<file path="src/design/stp_pkg.sv">
`default_nettype none
package stp_pkg;
    localparam int IR_W = 3;
    localparam int ID_W = 32;
    localparam int BSR_W = 69;
    localparam logic [2:0] INS_EXT = 3'h0;
    localparam logic [2:0] INS_IDENT = 3'h1;
    localparam logic [2:0] INS_FLOAT = 3'h2;
    localparam logic [2:0] INS_SAMPLE = 3'h4;
    localparam logic [2:0] INS_BYPASS = 3'h7;
    localparam logic [1:0] IR_CAPTURE_LOW = 2'h1;
    // Identification word; the upper bits are arbitrary, bit 0 marks presence.
    localparam logic [31:0] ID_WORD = 32'h0000_2001;
    localparam int RESET_TMS_COUNT = 5;
    // Test clock period and the divider count on the core clock (125 MHz).
    localparam int CORE_PERIOD_PS = 8000;
    localparam int TEST_PERIOD_MIN_NS = 100;
    localparam int TCK_HALF_CYCLES = (TEST_PERIOD_MIN_NS * 1000 + 2 * CORE_PERIOD_PS - 1)
        / (2 * CORE_PERIOD_PS);
    // Test port controller states, Gray coded along the shift paths.
    typedef enum logic [3:0] {
        ST_RESET = 4'h0, ST_IDLE = 4'h1, ST_SEL_DR = 4'h3, ST_CAP_DR = 4'h2,
        ST_SHIFT_DR = 4'h6, ST_EX1_DR = 4'h7, ST_PAUSE_DR = 4'h5, ST_EX2_DR = 4'h4,
        ST_UPD_DR = 4'hC, ST_SEL_IR = 4'hD, ST_CAP_IR = 4'hF, ST_SHIFT_IR = 4'hE,
        ST_EX1_IR = 4'hA, ST_PAUSE_IR = 4'hB, ST_EX2_IR = 4'h9, ST_UPD_IR = 4'h8
    } stp_state_type;
    // Next controller state from the current state and TMS.
    function automatic stp_state_type stp_step(input stp_state_type s, input logic tms);
        stp_state_type n;
        n = ST_RESET;
        unique case (s)
            ST_RESET: n = tms ? ST_RESET : ST_IDLE;
            ST_IDLE: n = tms ? ST_SEL_DR : ST_IDLE;
            ST_SEL_DR: n = tms ? ST_SEL_IR : ST_CAP_DR;
            ST_CAP_DR: n = tms ? ST_EX1_DR : ST_SHIFT_DR;
            ST_SHIFT_DR: n = tms ? ST_EX1_DR : ST_SHIFT_DR;
            ST_EX1_DR: n = tms ? ST_UPD_DR : ST_PAUSE_DR;
            ST_PAUSE_DR: n = tms ? ST_EX2_DR : ST_PAUSE_DR;
            ST_EX2_DR: n = tms ? ST_UPD_DR : ST_SHIFT_DR;
            ST_UPD_DR: n = tms ? ST_SEL_DR : ST_IDLE;
            ST_SEL_IR: n = tms ? ST_RESET : ST_CAP_IR;
            ST_CAP_IR: n = tms ? ST_EX1_IR : ST_SHIFT_IR;
            ST_SHIFT_IR: n = tms ? ST_EX1_IR : ST_SHIFT_IR;
            ST_EX1_IR: n = tms ? ST_UPD_IR : ST_PAUSE_IR;
            ST_PAUSE_IR: n = tms ? ST_EX2_IR : ST_PAUSE_IR;
            ST_EX2_IR: n = tms ? ST_UPD_IR : ST_SHIFT_IR;
            ST_UPD_IR: n = tms ? ST_SEL_DR : ST_IDLE;
        endcase
        return n;
    endfunction
endpackage
`default_nettype wire

</file>
<file path="src/design/stp_link_if.sv">
`timescale 1ns/1ps
`default_nettype none
// Serial test link between the board controller and the memory test port.
interface stp_link_if;
    logic tck;
    logic tms;
    logic tdi;
    logic tdo;
    logic tdo_oe;
    modport dev (input tck, input tms, input tdi, output tdo, output tdo_oe);
    modport ctl (output tck, output tms, output tdi, input tdo, input tdo_oe);
endinterface
`default_nettype wire

</file>
<file path="src/design/stp_dev.sv">
`timescale 1ns/1ps
`default_nettype none
// Memory-side test port: instruction decode, data register selection, capture.
module stp_dev (
    input wire logic core_clk,
    input wire logic rst,
    stp_link_if.dev link,
    input wire logic [stp_pkg::BSR_W-1:0] pin_levels,
    output logic out_float,
    output logic [2:0] active_ins
);
    import stp_pkg::*;

    // Data register that an instruction places between TDI and TDO.
    typedef enum logic [1:0] {
        SEL_BYPASS = 2'h0,
        SEL_IDENT = 2'h1,
        SEL_BOUNDARY = 2'h2
    } stp_sel_type;

    // Whole port state, registered in one place.
    typedef struct packed {
        stp_state_type st;
        logic [IR_W-1:0] ir_shift;
        logic [IR_W-1:0] ir;
        logic [ID_W-1:0] id_shift;
        logic [BSR_W-1:0] bsr;
        logic byp;
        logic [2:0] tms_run;
        logic tdo;
        logic tdo_oe;
        logic flt;
    } stp_dev_type;
    stp_dev_type r_reg;
    stp_dev_type r_next;

    // Filtered link inputs and the decoded register select.
    logic tck_rise;
    logic tck_fall;
    logic tms_s;
    logic tdi_s;
    stp_sel_type sel;

    // ------------------------------------------------------------
    // Instruction decode
    // ------------------------------------------------------------
    // Maps an instruction code to the data register that it selects.
    function automatic stp_sel_type stp_decode(input logic [IR_W-1:0] code);
        stp_sel_type s;
        s = SEL_BYPASS;
        unique case (code)
            INS_EXT: s = SEL_BOUNDARY;
            INS_IDENT: s = SEL_IDENT;
            INS_FLOAT: s = SEL_BOUNDARY;
            INS_SAMPLE: s = SEL_BOUNDARY;
            INS_BYPASS: s = SEL_BYPASS;
            // The three reserved codes have no function and fall back to bypass.
            default: s = SEL_BYPASS;
        endcase
        return s;
    endfunction

    // Decodes the active instruction once for the whole port.
    assign sel = stp_decode(r_reg.ir);

    // ------------------------------------------------------------
    // Link input synchronisers
    // ------------------------------------------------------------
    // The test clock comes from another domain, so only its filtered edges are used.
    stp_sync u_tck (
        .core_clk(core_clk),
        .rst(rst),
        .din(link.tck),
        .dout(),
        .rise(tck_rise),
        .fall(tck_fall)
    );

    // Mode select is read only at a filtered test clock rise.
    stp_sync u_tms (
        .core_clk(core_clk),
        .rst(rst),
        .din(link.tms),
        .dout(tms_s),
        .rise(),
        .fall()
    );

    // Serial input shares the latency of the clock path, so it is settled when used.
    stp_sync u_tdi (
        .core_clk(core_clk),
        .rst(rst),
        .din(link.tdi),
        .dout(tdi_s),
        .rise(),
        .fall()
    );

    // ------------------------------------------------------------
    // Controller and data registers
    // ------------------------------------------------------------
    // Acts on the filtered rising edge of the test clock, drives TDO on the falling.
    always_comb begin
        logic serial;
        serial = 1'b1;
        r_next = r_reg;
        if (tck_rise) begin
            r_next.st = stp_step(r_reg.st, tms_s);
            // Counts rises with mode select high, so five always reach reset.
            if (!tms_s) begin
                r_next.tms_run = 3'h0;
            end else if (r_reg.tms_run == 3'(RESET_TMS_COUNT - 1)) begin
                // The counter saturates here and holds the port in reset.
                r_next.st = ST_RESET;
            end else begin
                r_next.tms_run = r_reg.tms_run + 3'h1;
            end
            unique case (r_reg.st)
                ST_CAP_IR: begin
                    // The fixed low pattern lets a board test find a broken chain.
                    r_next.ir_shift = {1'b0, IR_CAPTURE_LOW};
                end
                ST_SHIFT_IR: begin
                    // Each rise moves the instruction word one place towards TDO.
                    r_next.ir_shift = {tdi_s, r_reg.ir_shift[IR_W-1:1]};
                end
                ST_UPD_IR: begin
                    // Only here does a shifted code become the active instruction.
                    r_next.ir = r_reg.ir_shift;
                    r_next.flt = (r_reg.ir_shift == INS_FLOAT);
                end
                ST_CAP_DR: begin
                    // Capture loads the selected register; the pins are only ever read.
                    unique case (sel)
                        SEL_IDENT: r_next.id_shift = ID_WORD;
                        SEL_BOUNDARY: r_next.bsr = pin_levels;
                        default: r_next.byp = 1'b0;
                    endcase
                end
                ST_SHIFT_DR: begin
                    unique case (sel)
                        SEL_IDENT: begin
                            // The identification word leaves its bit 0 first.
                            r_next.id_shift = {tdi_s, r_reg.id_shift[ID_W-1:1]};
                        end
                        SEL_BOUNDARY: begin
                            // The boundary word enters at its top bit and leaves at bit 0.
                            r_next.bsr = {tdi_s, r_reg.bsr[BSR_W-1:1]};
                        end
                        default: r_next.byp = tdi_s;
                    endcase
                end
                ST_UPD_DR: begin
                    // No preload exists, so update leaves the boundary word and pins alone.
                    r_next.bsr = r_reg.bsr;
                end
                default: begin
                    // Other states leave the data registers as they are.
                    r_next.bsr = r_reg.bsr;
                end
            endcase
            // Entering the reset state restores identification and normal drive at once.
            if (r_next.st == ST_RESET) begin
                r_next.ir = INS_IDENT;
                r_next.flt = 1'b0;
            end
        end
        // Serial data selected by state and instruction; reserved codes use bypass.
        if (r_reg.st == ST_SHIFT_IR) begin
            serial = r_reg.ir_shift[0];
        end else begin
            unique case (sel)
                SEL_IDENT: serial = r_reg.id_shift[0];
                SEL_BOUNDARY: serial = r_reg.bsr[0];
                default: serial = r_reg.byp;
            endcase
        end
        // TDO moves only after a falling edge, a full test clock before the controller reads it at its next falling edge.
        if (tck_fall) begin
            r_next.tdo = serial;
            r_next.tdo_oe = (r_reg.st == ST_SHIFT_IR) || (r_reg.st == ST_SHIFT_DR);
        end
    end

    // ------------------------------------------------------------
    // State register
    // ------------------------------------------------------------
    // Registers the whole port state; reset gives the identification instruction.
    always_ff @(posedge core_clk) begin
        if (rst) begin
            r_reg <= '0;
            r_reg.st <= ST_RESET;
            r_reg.ir <= INS_IDENT;
        end else begin
            r_reg <= r_next;
        end
    end

    // ------------------------------------------------------------
    // Outputs
    // ------------------------------------------------------------
    // Every output is a register copy, so nothing combinational leaves the port.
    assign link.tdo = r_reg.tdo;
    assign link.tdo_oe = r_reg.tdo_oe;
    assign out_float = r_reg.flt;
    assign active_ins = r_reg.ir;
endmodule
`default_nettype wire

</file>
<file path="src/design/stp_sync.sv">
`timescale 1ns/1ps
`default_nettype none
// Three-stage synchroniser; a change counts once stages two and three agree.
module stp_sync (
    input wire logic core_clk,
    input wire logic rst,
    input wire logic din,
    output logic dout,
    output logic rise,
    output logic fall
);
    typedef struct packed {
        logic [2:0] pipe;
        logic level;
        logic rise;
        logic fall;
    } stp_sync_type;
    stp_sync_type s_reg;
    stp_sync_type s_next;

    // Stage one feeds only stage two; the filtered level updates on agreement.
    always_comb begin
        s_next = s_reg;
        s_next.pipe = {s_reg.pipe[1:0], din};
        s_next.rise = 1'b0;
        s_next.fall = 1'b0;
        if (s_reg.pipe[1] == s_reg.pipe[2] && s_reg.pipe[2] != s_reg.level) begin
            s_next.level = s_reg.pipe[2];
            s_next.rise = s_reg.pipe[2];
            s_next.fall = ~s_reg.pipe[2];
        end
    end

    // Registers the synchroniser state.
    always_ff @(posedge core_clk) begin
        if (rst) begin
            s_reg <= '0;
        end else begin
            s_reg <= s_next;
        end
    end

    assign dout = s_reg.level;
    assign rise = s_reg.rise;
    assign fall = s_reg.fall;
endmodule
`default_nettype wire

</file>
<file path="src/flat_wrapper.sv">
// flat-port wrapper written by rule: the top's interface ports become plain ports
module stp_dev_flat import stp_pkg::*;
  (core_clk, rst, pin_levels, out_float, active_ins, link_tck, link_tms, link_tdi, link_tdo, link_tdo_oe);
  stp_link_if link_i ();
  input wire logic core_clk;
  input wire logic rst;
  input wire logic [stp_pkg::BSR_W-1:0] pin_levels;
  output logic out_float;
  output logic [2:0] active_ins;
  input wire logic [$bits(link_i.tck)-1:0] link_tck;
  input wire logic [$bits(link_i.tms)-1:0] link_tms;
  input wire logic [$bits(link_i.tdi)-1:0] link_tdi;
  output wire logic [$bits(link_i.tdo)-1:0] link_tdo;
  output wire logic [$bits(link_i.tdo_oe)-1:0] link_tdo_oe;
  assign link_i.tck = link_tck;
  assign link_i.tms = link_tms;
  assign link_i.tdi = link_tdi;
  assign link_tdo = link_i.tdo;
  assign link_tdo_oe = link_i.tdo_oe;
  stp_dev u_core (.core_clk(core_clk), .rst(rst), .link(link_i), .pin_levels(pin_levels), .out_float(out_float), .active_ins(active_ins));
endmodule
</file>
<file path="config.mk">
export PLATFORM = sky130hd
export DESIGN_NAME = stp_dev_flat
export DESIGN_NICKNAME = d
export VERILOG_FILES = /design/src/design/stp_pkg.sv /design/src/design/stp_link_if.sv /design/src/design/stp_dev.sv /design/src/design/stp_sync.sv /design/src/flat_wrapper.sv
export SDC_FILE = /design/constraint.sdc
export NUM_CORES = 1
export LEC_CHECK = 0
export BUFFER_PORTS_ARGS = -buffer_cell sky130_fd_sc_hd__buf_2
export CORE_MARGIN = 1
export CORE_UTILIZATION = 40
export DETAILED_ROUTE_END_ITERATION = 16
export PLACE_DENSITY = 0.7
export SYNTH_ARGS = -nofsm -noshare
export SYNTH_HDL_FRONTEND = slang
export SYNTH_SLANG_ARGS = --single-unit
</file>
<file path="constraint.sdc">
create_clock -name core_clk -period 1.8 [get_ports core_clk]
set_input_delay 0 -clock core_clk [delete_from_list [all_inputs] [get_ports core_clk]]
set_output_delay 0 -clock core_clk [all_outputs]
set_load 0.01 [all_outputs]
</file>
==> flow_summary.json <==
{
  "clock.fmax_mhz": 560.9,
  "grt_pass1_wl_um": 22910,
  "vdd_drop_max_v": 0.0005410,
  "num_rows": 42,
  "synth_flop_cell": "dfxtp_1",
  "start_kind": "flop",
  "synth-seq-cells": 132,
  "setup_violations": 0,
  "r2r_cells": 5,
  "r2r_start": "u_core.active_ins[2]",
  "clk-insertion-delay-late_ps": 420,
  "ioPinCount": 80,
  "cts_sinks": 132,
  "drive_above_1_share_pct": 19.00,
  "hp-class": "primary input to flop",
  "grt_max_degree": 106,
  "fin_crit_sh_pct": 99.05,
  "grt_use_total_pct": 19.76,
  "syn_area_um2": 5562,
  "drcViolationCount": 0,
  "status": "complete, no violations",
  "dpl.hpwl_um": 7614,
  "numCtsBuffers": 17,
  "synth_edf_count": 0,
  "first_global_vias": 5005,
  "p_total_mw": 6.829,
  "synthesis.nets": 749,
  "start_util_pct": 41.50,
  "core-area_um2": 13400,
  "synthXorXnorAreaFrac_pct": 0,
  "period_needed_ps": 1783,
  "synth_cell_types": 42,
  "async_flop_share_pct": 0,
  "portBuffers": 79,
  "nets": 881,
  "synth_compound_area_share_pct": 20.94,
  "cts_buffer_depth": 2,
  "whs_ps": 338.7,
  "slew_headroom_pct": 67.43,
  "synth_most_common_cell": "nand2_1",
  "synthMuxAreaShare_pct": 0.1800,
  "antenna_left": 0,
  "dieArea_um2": 14380,
  "stdcell_area_um2": 7634,
  "cts_tree": "done",
  "finalMaxSlewViolations": 0,
  "drt_iter0_drc": 483,
  "synthSimpleGateAreaFrac_pct": 23.33,
  "p_leak_nw": 2.851,
  "cp-end-kind": "flop",
  "clkSlewWorstSetupHoldPaths_ps": 60,
  "antenna_found_initial": 0,
  "yosys.area_share.adder_pct": 0.8999,
  "netlist_instances": 671,
  "hold_depth": 3,
  "synth_commonest_cells": "153 x nand2_1, 132 x dfxtp_1, 108 x nor2_1",
  "hold_start": "link_tdi",
  "syn_area_per_cell_um2": 8.289,
  "r2r_setup_slack_ps": 20,
  "worstHoldEndpoint": "u_core.u_tdi.s_next[4]",
  "clock-root-buffer": "clkbuf_16",
  "p_per_area_nw_per_um2": 894.6,
  "maxCapViolCount": 0,
  "critPathRequiredTime_ps": 2100,
  "stdcell_count": 992,
  "yosysSeqAreaShare_pct": 47.51,
  "arrival_ps": 2080,
  "n_antenna_cell": 0,
  "synth_top_family_by_area": "simple AND/OR/NAND/NOR gates",
  "rsz0062_at_grt": "yes",
  "yosys-top-cells-area": "dfxtp_1 48%, a311oi_1 11%, nand2_1 10%",
  "r2r_end": "u_core.r_reg[65]",
  "synth_warnings": 0,
  "crit_type": "flop to flop",
  "cp_max_fo": 19,
  "post-place-cells": 880,
  "grt-ovfl-total": 0,
  "die_y_um": 119.9,
  "first_pass_iters": 5,
  "tightest_slew_ps": 488.6,
  "wl_per_cell_um": 14.47,
  "finalWirelength_um": 14350,
  "die_w_um": 119.9,
  "syn_to_final_growth_pct": 37.26,
  "multiInputGateArea_um2": 2609,
  "num_vias": 5364,
  "dpl-instance-area_um2": 6081,
  "yosys.area.top_type": "dfxtp_1",
  "hold_viol": 0,
  "seq_area_um2": 2643,
  "cts.htree.levels": 4,
  "fill_cells": 1138,
  "finClkSkew_ps": 9.664,
  "yosysTopAreaCellShare_pct": 47.51,
  "largest_reg_flops": 112,
  "place.gp.congestion": 0.7654,
  "avgViaCountPerCell": 5.407
}
[critical path, cell delays in order, from the launching register on]
cell and delay, ps:
dfxtp_1 340, or3_1 410, ha_2 230, and2_4 210, clkbuf_16 200, a311oi_1 270
[layout make-up]
cell class | count | share of cell area, %
Inverter | 11 | 0.5409
Multi-Input combinational cell | 464 | 34.17
Sequential cell | 132 | 34.62
Tap cell | 176 | 2.885
Clock buffer | 19 | 5.802
Clock inverter | 13 | 2.246
Timing Repair Buffer | 177 | 19.73
[logic make-up (layout without fill, tap and decap cells)]
logic type | count (synthesis) | in the layout
and+or+nand+nor | 307 | 308
AOI/OAI and AO/OA | 151 | 151
DFF | 132 | 132
buffers and inverters | 76 | 220
adders and majority gates | 4 | 4
muxes | 1 | 1
[metal layers]
layer / GRT usage [%] / share of wire (%)
met3: 5.656 / 4.3
met2: 32.69 / 50
met1: 23.67 / 44
met4: 8.828 / 2.4
met5: 0 / 0
[stage by stage]
| stage | worst slack (ps) | setup TNS (ps) | utilization [%] |
|---|---|---|---|
| floorplan | 114.4 | 0 | - |
| global placement | 137.5 | 0 | 45.38 |
| detailed placement | 73.02 | 0 | 45.38 |
| CTS | 8.295 | 0 | 55.44 |
| global route | -14.67 | -37.76 | 56.97 |
| finish | 17.09 | 0 | 56.97 |
[placed cells by master (no fill, tap or decap), types with 7 or more instances in the layout]
| master | count |
|---|---|
| clkbuf_16 | 21 |
| a22oi_1 | 30 |
| buf_12 | 9 |
| a21oi_1 | 16 |
| nor2_1 | 107 |
| nand2_1 | 153 |
| nor2b_1 | 9 |
| buf_4 | 12 |
| inv_1 | 10 |
| o21ai_0 | 12 |
| dfxtp_1 | 132 |
| a311oi_1 | 64 |
| a311oi_2 | 7 |
| buf_2 | 78 |
| dlygate4sd3_1 | 73 |
[repair_timing]
action                     CTS  global route
cloned                       0             5
pin swaps                    0             1
setup endpoints to repair    1            90
hold endpoints to repair    90             0
gates resized for setup      1            16
setup buffers                0             2
hold buffers                73             0
[how the worst max path moves through the flow]
stage / startpoint / end / slack (ps) / cells after the start
floorplan: u_core.active_ins[0] / u_core.r_reg[26] / 110 / 7
global placement: u_core.active_ins[0] / u_core.r_reg[85] / 140 / 8
detailed placement: u_core.active_ins[0] / u_core.r_reg[45] / 70 / 7
CTS: u_core.active_ins[0] / u_core.r_reg[34] / 8 / 7
global route: u_core.active_ins[0] / u_core.r_reg[65] / -10 / 6
finish: u_core.active_ins[2] / u_core.r_reg[65] / 20 / 5
[power by group]
part | internal (mW) | total, mW | switching, mW
registers | 2.93 | 2.93 | 0.00403
clock network | 2.24 | 3.58 | 1.34
logic | 0.188 | 0.319 | 0.131
(Power assumes the default switching activity.)
